--- src/logic/fram_cmd_consts.svh ---
// Constants for the serial memory command interpreter
`ifndef FRAM_CMD_CONSTS_SVH
`define FRAM_CMD_CONSTS_SVH

// ==========================================================
// Opcodes
`define OP_RD_ANY_REG 8'h65
`define OP_WRITE 8'h02
`define OP_DDR_WRITE 8'hde
`define OP_FAST_WRITE 8'hda
`define OP_DDR_FAST_WRITE 8'hdd
`define OP_TWO_LANE_DATA 8'ha2
`define OP_TWO_LANE_ADDR_DATA 8'ha1
`define OP_FOUR_LANE_DATA 8'h32
`define OP_FOUR_LANE_ADDR_DATA 8'hd2
`define OP_DDR_FOUR_LANE 8'hd1

// ==========================================================
// Protocol codes on proto_i
`define PROTO_SPI 2'h0
`define PROTO_DPI 2'h1
`define PROTO_QPI 2'h2

// ==========================================================
// Field widths and positions
`define CMD_BITS 5'h08
`define ADDR_BITS 5'h18
`define BYTE_BITS 5'h08
`define MEM_ADDR_W 19
`define BLK_MSB 18
`define BLK_LSB 16

// ==========================================================
// Dummy clocks per latency code
`define LAT_DUMMY0 4'h0
`define LAT_DUMMY1 4'h2
`define LAT_DUMMY2 4'h4
`define LAT_DUMMY3 4'h6

// ==========================================================
// Reset values
`define RST_SCK 1'b0
`define RST_CS_N 1'b1
`define RST_IO 4'h0

`endif

--- src/logic/fram_cmd_pkg.sv ---
// Types for the serial memory command interpreter
package fram_cmd_pkg;

  // ========================================================
  // Command phases
  typedef enum logic [2:0] {
    PH_IDLE,
    PH_CMD,
    PH_ADDR,
    PH_MODE,
    PH_DATA,
    PH_DUMMY,
    PH_DOUT,
    PH_SKIP
  } phase_t;

  typedef logic [2:0] lanes_t;

endpackage

--- src/logic/fram_cmd_core.sv ---
// Command interpreter: register read and memory write commands
`timescale 1ns/100ps
`include "fram_cmd_consts.svh"

module fram_cmd_core
  import fram_cmd_pkg::*;
(
  // Clock and reset
  input wire logic clk_i,
  input wire logic nrst_i,
  // Serial pins
  input wire logic cs_n_i,
  input wire logic sck_i,
  input wire logic [3:0] io_i,
  output logic [3:0] io_o,
  output logic [3:0] io_oe_o,
  // Configuration and status
  input wire logic [1:0] proto_i,
  input wire logic ddr_i,
  input wire logic latency_code_bit0_i,
  input wire logic latency_code_bit1_i,
  input wire logic write_enable_latch_i,
  input wire logic [7:0] prot_blk_i,
  // Register file access
  output logic [7:0] reg_sel_o,
  input wire logic [7:0] reg_data_i,
  // Memory array port
  output logic mem_we_o,
  output logic [18:0] mem_addr_o,
  output logic [7:0] mem_wdata_o
);

  // ========================================================
  // Functions
  function automatic lanes_t proto_lanes(input logic [1:0] p);
    case (p)
      `PROTO_DPI: proto_lanes = 3'h2;
      `PROTO_QPI: proto_lanes = 3'h4;
      default: proto_lanes = 3'h1;
    endcase
  endfunction

  function automatic logic [23:0] shift_in(input logic [23:0] sh, input logic [3:0] io, input lanes_t n);
    case (n)
      3'h2: shift_in = {sh[21:0], io[1:0]};
      3'h4: shift_in = {sh[19:0], io[3:0]};
      default: shift_in = {sh[22:0], io[0]};
    endcase
  endfunction

  function automatic logic [3:0] dummy_of(input logic [1:0] code);
    case (code)
      2'h1: dummy_of = `LAT_DUMMY1;
      2'h2: dummy_of = `LAT_DUMMY2;
      2'h3: dummy_of = `LAT_DUMMY3;
      default: dummy_of = `LAT_DUMMY0;
    endcase
  endfunction

  // ========================================================
  // Pin synchronisers
  logic [2:0] sck_s_r;
  logic [2:0] cs_s_r;
  logic [3:0] io_s0_r;
  logic [3:0] io_s1_r;
  logic [3:0] io_s2_r;
  logic sck_q_r;
  logic cs_q_r;

  always_ff @(posedge clk_i or negedge nrst_i) begin
    if (!nrst_i) begin
      sck_s_r <= {3{`RST_SCK}};
      cs_s_r <= {3{`RST_CS_N}};
      io_s0_r <= `RST_IO;
      io_s1_r <= `RST_IO;
      io_s2_r <= `RST_IO;
    end else begin
      sck_s_r <= {sck_s_r[1:0], sck_i};
      cs_s_r <= {cs_s_r[1:0], cs_n_i};
      io_s0_r <= io_i;
      io_s1_r <= io_s0_r;
      io_s2_r <= io_s1_r;
    end
  end

  logic sck_chg;
  logic cs_chg;
  logic sck_rise;
  logic sck_fall;
  logic cs_fall;
  logic cs_rise;

  assign sck_chg = (sck_s_r[1] == sck_s_r[2]) && (sck_s_r[2] != sck_q_r);
  assign cs_chg = (cs_s_r[1] == cs_s_r[2]) && (cs_s_r[2] != cs_q_r);
  assign sck_rise = sck_chg && sck_s_r[2];
  assign sck_fall = sck_chg && !sck_s_r[2];
  assign cs_fall = cs_chg && !cs_s_r[2];
  assign cs_rise = cs_chg && cs_s_r[2];

  always_ff @(posedge clk_i or negedge nrst_i) begin
    if (!nrst_i) begin
      sck_q_r <= `RST_SCK;
      cs_q_r <= `RST_CS_N;
    end else begin
      if (sck_chg) begin
        sck_q_r <= sck_s_r[2];
      end
      if (cs_chg) begin
        cs_q_r <= cs_s_r[2];
      end
    end
  end

  // ========================================================
  // Command sequencer
  phase_t ph_r;
  logic [7:0] op_r;
  logic [23:0] sh_r;
  logic [4:0] cnt_r;
  lanes_t lanes_r;
  lanes_t dlanes_r;
  logic mode_r;
  logic ddr_r;
  logic [3:0] dum_r;
  logic [7:0] dout_r;
  logic first_r;
  logic [18:0] addr_r;

  logic active;
  logic samp;
  logic [23:0] nsh;
  logic [4:0] ncnt;
  logic [1:0] lat_code;

  assign active = !cs_q_r && !cs_rise;
  assign samp = active && (sck_rise || (ddr_r && sck_fall));
  assign nsh = shift_in(sh_r, io_s2_r, lanes_r);
  assign ncnt = cnt_r + {2'h0, lanes_r};
  assign lat_code = {latency_code_bit1_i, latency_code_bit0_i};

  always_ff @(posedge clk_i or negedge nrst_i) begin
    if (!nrst_i) begin
      ph_r <= PH_IDLE;
      op_r <= 8'h00;
      sh_r <= 24'h000000;
      cnt_r <= 5'h00;
      lanes_r <= 3'h1;
      dlanes_r <= 3'h1;
      mode_r <= 1'b0;
      ddr_r <= 1'b0;
      dum_r <= 4'h0;
      addr_r <= 19'h00000;
      reg_sel_o <= 8'h00;
    end else if (cs_fall) begin
      ph_r <= PH_CMD;
      cnt_r <= 5'h00;
      ddr_r <= 1'b0;
      lanes_r <= proto_lanes(proto_i);
    end else if (!active) begin
      ph_r <= PH_IDLE;
      ddr_r <= 1'b0;
    end else begin
      case (ph_r)
        PH_CMD: begin
          if (samp) begin
            sh_r <= nsh;
            cnt_r <= ncnt;
            if (ncnt == `CMD_BITS) begin
              op_r <= nsh[7:0];
              cnt_r <= 5'h00;
              ph_r <= PH_ADDR;
              mode_r <= 1'b0;
              ddr_r <= 1'b0;
              lanes_r <= proto_lanes(proto_i);
              dlanes_r <= proto_lanes(proto_i);
              case (nsh[7:0])
                `OP_RD_ANY_REG: begin
                  ph_r <= PH_ADDR;
                end
                `OP_WRITE: begin
                  ph_r <= PH_ADDR;
                end
                `OP_FAST_WRITE: begin
                  mode_r <= 1'b1;
                end
                `OP_DDR_WRITE, `OP_DDR_FAST_WRITE: begin
                  if (proto_i == `PROTO_QPI && ddr_i) begin
                    ddr_r <= 1'b1;
                    mode_r <= (nsh[7:0] == `OP_DDR_FAST_WRITE);
                  end else begin
                    ph_r <= PH_SKIP;
                  end
                end
                `OP_TWO_LANE_DATA, `OP_TWO_LANE_ADDR_DATA,
                `OP_FOUR_LANE_DATA, `OP_FOUR_LANE_ADDR_DATA,
                `OP_DDR_FOUR_LANE: begin
                  if (proto_i == `PROTO_SPI) begin
                    mode_r <= 1'b1;
                    case (nsh[7:0])
                      `OP_TWO_LANE_DATA: begin
                        lanes_r <= 3'h1;
                        dlanes_r <= 3'h2;
                      end
                      `OP_TWO_LANE_ADDR_DATA: begin
                        lanes_r <= 3'h2;
                        dlanes_r <= 3'h2;
                      end
                      `OP_FOUR_LANE_DATA: begin
                        lanes_r <= 3'h1;
                        dlanes_r <= 3'h4;
                      end
                      default: begin
                        lanes_r <= 3'h4;
                        dlanes_r <= 3'h4;
                        ddr_r <= (nsh[7:0] == `OP_DDR_FOUR_LANE);
                      end
                    endcase
                  end else begin
                    ph_r <= PH_SKIP;
                  end
                end
                default: begin
                  ph_r <= PH_SKIP;
                end
              endcase
            end
          end
        end
        PH_ADDR: begin
          if (samp) begin
            sh_r <= nsh;
            cnt_r <= ncnt;
            if (ncnt == `ADDR_BITS) begin
              cnt_r <= 5'h00;
              addr_r <= nsh[`MEM_ADDR_W-1:0];
              lanes_r <= mode_r ? lanes_r : dlanes_r;
              if (op_r == `OP_RD_ANY_REG) begin
                reg_sel_o <= nsh[7:0];
                dum_r <= dummy_of(lat_code);
                ph_r <= (dummy_of(lat_code) == 4'h0) ? PH_DOUT : PH_DUMMY;
              end else begin
                ph_r <= mode_r ? PH_MODE : PH_DATA;
              end
            end
          end
        end
        PH_MODE: begin
          if (samp) begin
            cnt_r <= ncnt;
            if (ncnt == `BYTE_BITS) begin
              cnt_r <= 5'h00;
              lanes_r <= dlanes_r;
              ph_r <= PH_DATA;
            end
          end
        end
        PH_DATA: begin
          if (samp) begin
            sh_r <= nsh;
            cnt_r <= ncnt;
            if (ncnt == `BYTE_BITS) begin
              cnt_r <= 5'h00;
              addr_r <= addr_r + 19'h00001;
            end
          end
        end
        PH_DUMMY: begin
          if (active && sck_rise) begin
            dum_r <= dum_r - 4'h1;
            if (dum_r == 4'h1) begin
              ph_r <= PH_DOUT;
            end
          end
        end
        PH_DOUT: begin
          ph_r <= PH_DOUT;
        end
        PH_SKIP: begin
          ph_r <= PH_SKIP;
        end
        default: begin
          ph_r <= PH_IDLE;
        end
      endcase
    end
  end

  // ========================================================
  // Array write port
  logic byte_done;

  assign byte_done = (ph_r == PH_DATA) && active && samp && (ncnt == `BYTE_BITS);

  always_ff @(posedge clk_i or negedge nrst_i) begin
    if (!nrst_i) begin
      mem_we_o <= 1'b0;
      mem_addr_o <= 19'h00000;
      mem_wdata_o <= 8'h00;
    end else begin
      mem_we_o <= 1'b0;
      if (byte_done) begin
        mem_addr_o <= addr_r;
        mem_wdata_o <= nsh[7:0];
        mem_we_o <= write_enable_latch_i && !prot_blk_i[addr_r[`BLK_MSB:`BLK_LSB]];
      end
    end
  end

  // ========================================================
  // Register byte output
  always_ff @(posedge clk_i or negedge nrst_i) begin
    if (!nrst_i) begin
      io_o <= `RST_IO;
      io_oe_o <= 4'h0;
      dout_r <= 8'h00;
      first_r <= 1'b0;
    end else if (!active || ph_r != PH_DOUT) begin
      io_o <= `RST_IO;
      io_oe_o <= 4'h0;
      first_r <= 1'b1;
    end else if (sck_fall) begin
      first_r <= 1'b0;
      case (lanes_r)
        3'h2: begin
          io_oe_o <= 4'h3;
          io_o <= {2'h0, (first_r ? reg_data_i[7:6] : dout_r[7:6])};
          dout_r <= first_r ? {reg_data_i[5:0], 2'h0} : {dout_r[5:0], 2'h0};
        end
        3'h4: begin
          io_oe_o <= 4'hf;
          io_o <= first_r ? reg_data_i[7:4] : dout_r[7:4];
          dout_r <= first_r ? {reg_data_i[3:0], 4'h0} : {dout_r[3:0], 4'h0};
        end
        default: begin
          io_oe_o <= 4'h2;
          io_o <= {2'h0, (first_r ? reg_data_i[7] : dout_r[7]), 1'b0};
          dout_r <= first_r ? {reg_data_i[6:0], 1'b0} : {dout_r[6:0], 1'b0};
        end
      endcase
    end
  end

endmodule // fram_cmd_core

--- config.mk ---
export PLATFORM = sky130hd
export DESIGN_NAME = fram_cmd_core
export DESIGN_NICKNAME = d
export VERILOG_FILES = /design/src/logic/fram_cmd_pkg.sv /design/src/logic/fram_cmd_core.sv
export VERILOG_INCLUDE_DIRS = /design/src /design/src/logic
export SDC_FILE = /design/constraint.sdc
export NUM_CORES = 1
export LEC_CHECK = 0
export BUFFER_PORTS_ARGS = -buffer_cell sky130_fd_sc_hd__buf_2
export CORE_ASPECT_RATIO = 0.9
export CORE_MARGIN = 3
export CORE_UTILIZATION = 40
export DETAILED_ROUTE_END_ITERATION = 16
export SYNTH_ARGS = -nofsm -noshare
export SYNTH_HDL_FRONTEND = slang
export SYNTH_SLANG_ARGS = --single-unit
--- constraint.sdc ---
create_clock -name clk_i -period 3.7 [get_ports clk_i]
set_clock_uncertainty 0.1 [all_clocks]
set_input_delay 0.74 -clock clk_i [delete_from_list [all_inputs] [get_ports clk_i]]
set_output_delay 0.74 -clock clk_i [all_outputs]
set_load 0.01 [all_outputs]
==> qor.txt <==
Worst IR Drop VDD: 0.346 mV
layout cells sized above 1: 22.9%
total CTS buffers: 17
FF-to-FF setup slack: 0.34 ns
gr ovfl total: 0
Clock Sinks: 136
Die W: 145 um
HP Class: in2async
placed inst area: 0.00760 sq mm
Fillers: 1590
DR DRC count: 0
CP required: 3.90 ns
gr usage total: 18.6%
Max Cap Viol: 0
PnR Total Power: 4.53 mW
Root Driver: clkbuf_16
TritonCTS clock tree: yes
final setup vio count: 0
Seq cells post-synth: 136
IO buf count: 73
clk buf depth: 2
Worst setup endpoint: ph_r[0]
Slew headroom: 51.6%
met2 wire len: 7.81 mm
RSZ-0062 raised after global routing: no
final slew viol count: 0
Final Instance Area: 0.00819 sq mm
r2r startpoint: lanes_r[0]
Antenna diodes: 0
synthesized cell area: 0.00700 sq mm
die height: 131 um
GP Congestion: 0.886
Post-Place Cells: 1002
register area share after synthesis: 48.7%
net count after synthesis: 761
largest net degree at the start of global routing: 78
H-tree Lvls: 4
initial antenna violation count: 0
post-CTS setup repair buffer count: 0
RR Endpoint: ph_r[0]
DR top layer: met4
post-route ant nets: 0
synth-to-layout area growth: 17.1%
Met3 Wirelength: 971 um
crit path from: lanes_r[0]
Detail Placement HPWL: 12.2 mm
DIE AREA: 0.0191 sq mm
crit path DAT: 3.56 ns
Worst-Skew Late Latency: 0.43 ns
Yosys cell types: 83
internal power: 3.09 mW
crit path time final: 3.36 ns
I/O pin cnt: 74
DR WL/cell: 16.8 um
mean number of vias per cell: 5.55
commonest non-fill, non-tap cell in the layout: dfrtp_1
Setup crit start kind: register
Crit Path Class: reg2reg
row cnt: 45
critical path fanouts, max: 7
M1 wire length: 8.33 mm
first-pass GRT wire length: 29.0 mm
final WL: 17.4 mm
EDFF count, synth: 0
Synthesis Warnings: 0
reg2reg path depth: 13
commonest cells after routing, fill and taps aside: 130 x dfrtp_1, 101 x nand2_1, 72 x buf_2
Pre-antenna DRT Iters: 5
pwr dens: 553 mW/mm^2
Final Hold Fails: 0
fmax: 298 MHz
post-layout util: 48.2%
LEAKAGE: 3.71 nW
drt first-iter violations: 491
TNS Setup: 0 ns
post-route insts no fill: 1034
sw frac: 31.9%
Post-Syn Area per Cell: 9.72 sq um
run status: finished clean
Top FF cell, synth: dfrtp_1
Worst Max-Slew Pin Slew: 0.724 ns
Switch Pwr: 1.44 mW
Vias: 5737
Mapped Cells: 720
initial core utilization: 41.1%
Final Cycle Share: 90.8%
Layout Nets: 827
number of global-route vias before repair: 5557
core area: 0.0170 sq mm
Synth async-reset ratio: 100%
clock-pin slew on the worst setup and hold paths: 0.06 ns
logic gate share of total power: 24.0%
CP Capture Type: register
sequential power share: 38.5%
power share of the clock group: 37.5%
## cell families after synthesis
| logic type | Yosys count | synth area share, % |
|---|---|---|
| compound gates | 224 | 21.0 |
| fa+ha+maj | 13 | 2.36 |
| xor+xnor | 8 | 1.00 |
| buf+inv | 64 | 4.36 |
| simple gates | 241 | 16.8 |
| flops | 136 | 48.7 |
| mux | 34 | 5.70 |
## synthesized netlist by cell type, types with 4 or more instances
cell	count	share of area (%)
o31ai_1	6	0.64
o21ai_0	72	5.2
o21bai_1	6	0.64
nor2b_1	10	0.89
mux2i_1	5	0.72
a22oi_1	8	0.86
a21o_1	4	0.43
inv_1	15	0.80
buf_2	7	0.50
and2_1	4	0.36
a22o_1	10	1.3
ha_1	10	1.8
clkbuf_1	29	1.6
nand2_1	101	5.4
mux2_2	27	4.3
and3_1	4	0.36
nand3_1	17	1.2
a31oi_1	9	0.80
nor2_1	52	2.8
nand4_1	4	0.36
o22ai_1	5	0.45
or3_1	6	0.54
dfstp_2	6	2.3
xnor2_1	5	0.63
o22a_1	6	0.75
dfrtp_1	130	46
a21oi_1	55	3.9
buf_6	6	0.97
nor3_1	14	1.0
## registers in the layout (all words and copies together), names as in the netlist, 4 cells and up
name / count
dum_r: 4
io_s2_r: 4
op_r: 8
mem_addr_o: 19
dout_r: 7
addr_r: 19
io_o: 4
sh_r: 18
io_s1_r: 4
reg_sel_o: 8
mem_wdata_o: 8
cnt_r: 5
io_s0_r: 4
## metrics by stage
stage                     hold WS (ns)  worst slack (ns)
after floorplan                  0.231             0.601
after global placement           0.233             0.521
after detailed placement         0.235             0.337
after CTS                        0.248             0.313
after global routing             0.254             0.110
final                            0.227             0.342
## routing by layer
metal  track usage [%]  vias to the layer above
met5                 0                        -
met4              5.80                        0
met3              5.31                       27
met2              27.6                      178
met1              26.5                     2799
li1                  -                     2733
## cell type report
| cell class | count | area, sq um | share of cell area, % |
|---|---|---|---|
| sequential | 136 | 3410 | 41.6 |
| multi-input combinational | 520 | 3290 | 40.1 |
| timing repair buffer | 95 | 549 | 6.71 |
| clock buffer | 22 | 474 | 5.79 |
| tap | 235 | 294 | 3.59 |
| clock inverter | 10 | 116 | 1.42 |
| inverter | 16 | 60.1 | 0.733 |
## power by group through the flow
stage / Clock, mW / Sequential, mW / Combinational (mW)
2_1_floorplan: 0 / 1.71 / 0.833
3_3_place_gp: 0 / 1.76 / 1.05
3_5_place_dp: 0 / 1.77 / 1.08
4_1_cts: 1.73 / 1.74 / 1.09
5_1_grt: 1.80 / 1.76 / 1.21
6_report: 1.70 / 1.75 / 1.09
## critical path, stage by stage, from the launching register on
cell      delay [ns]
dfstp_2         0.64
ha_1            0.21
inv_1           0.06
fa_1            0.41
nor2b_1         0.13
o21ai_0         0.10
xnor2_1         0.23
buf_4           0.19
xor2_1          0.07
a211oi_1        0.32
inv_1           0.13
o311ai_0        0.22
a311oi_2        0.09
or3_1           0.34
## worst min-delay path by stage
stage,startpoint,to,slack (ns)
after floorplan,io_s0_r[0],io_s1_r[0],0.23
after global placement,io_s1_r[2],io_s2_r[2],0.23
after detailed placement,io_s0_r[3],io_s1_r[3],0.23
after CTS,io_s0_r[3],io_s1_r[3],0.25
after global routing,io_s0_r[3],io_s1_r[3],0.25
final,nrst_i,dum_r[0],0.23
## what timing repair did
action | CTS | global route
gates resized for setup | 0 | 1
setup endpoints to repair | 0 | 1
hold buffers | 0 | 0
No activity file was read; power rests on OpenSTA's default activity.
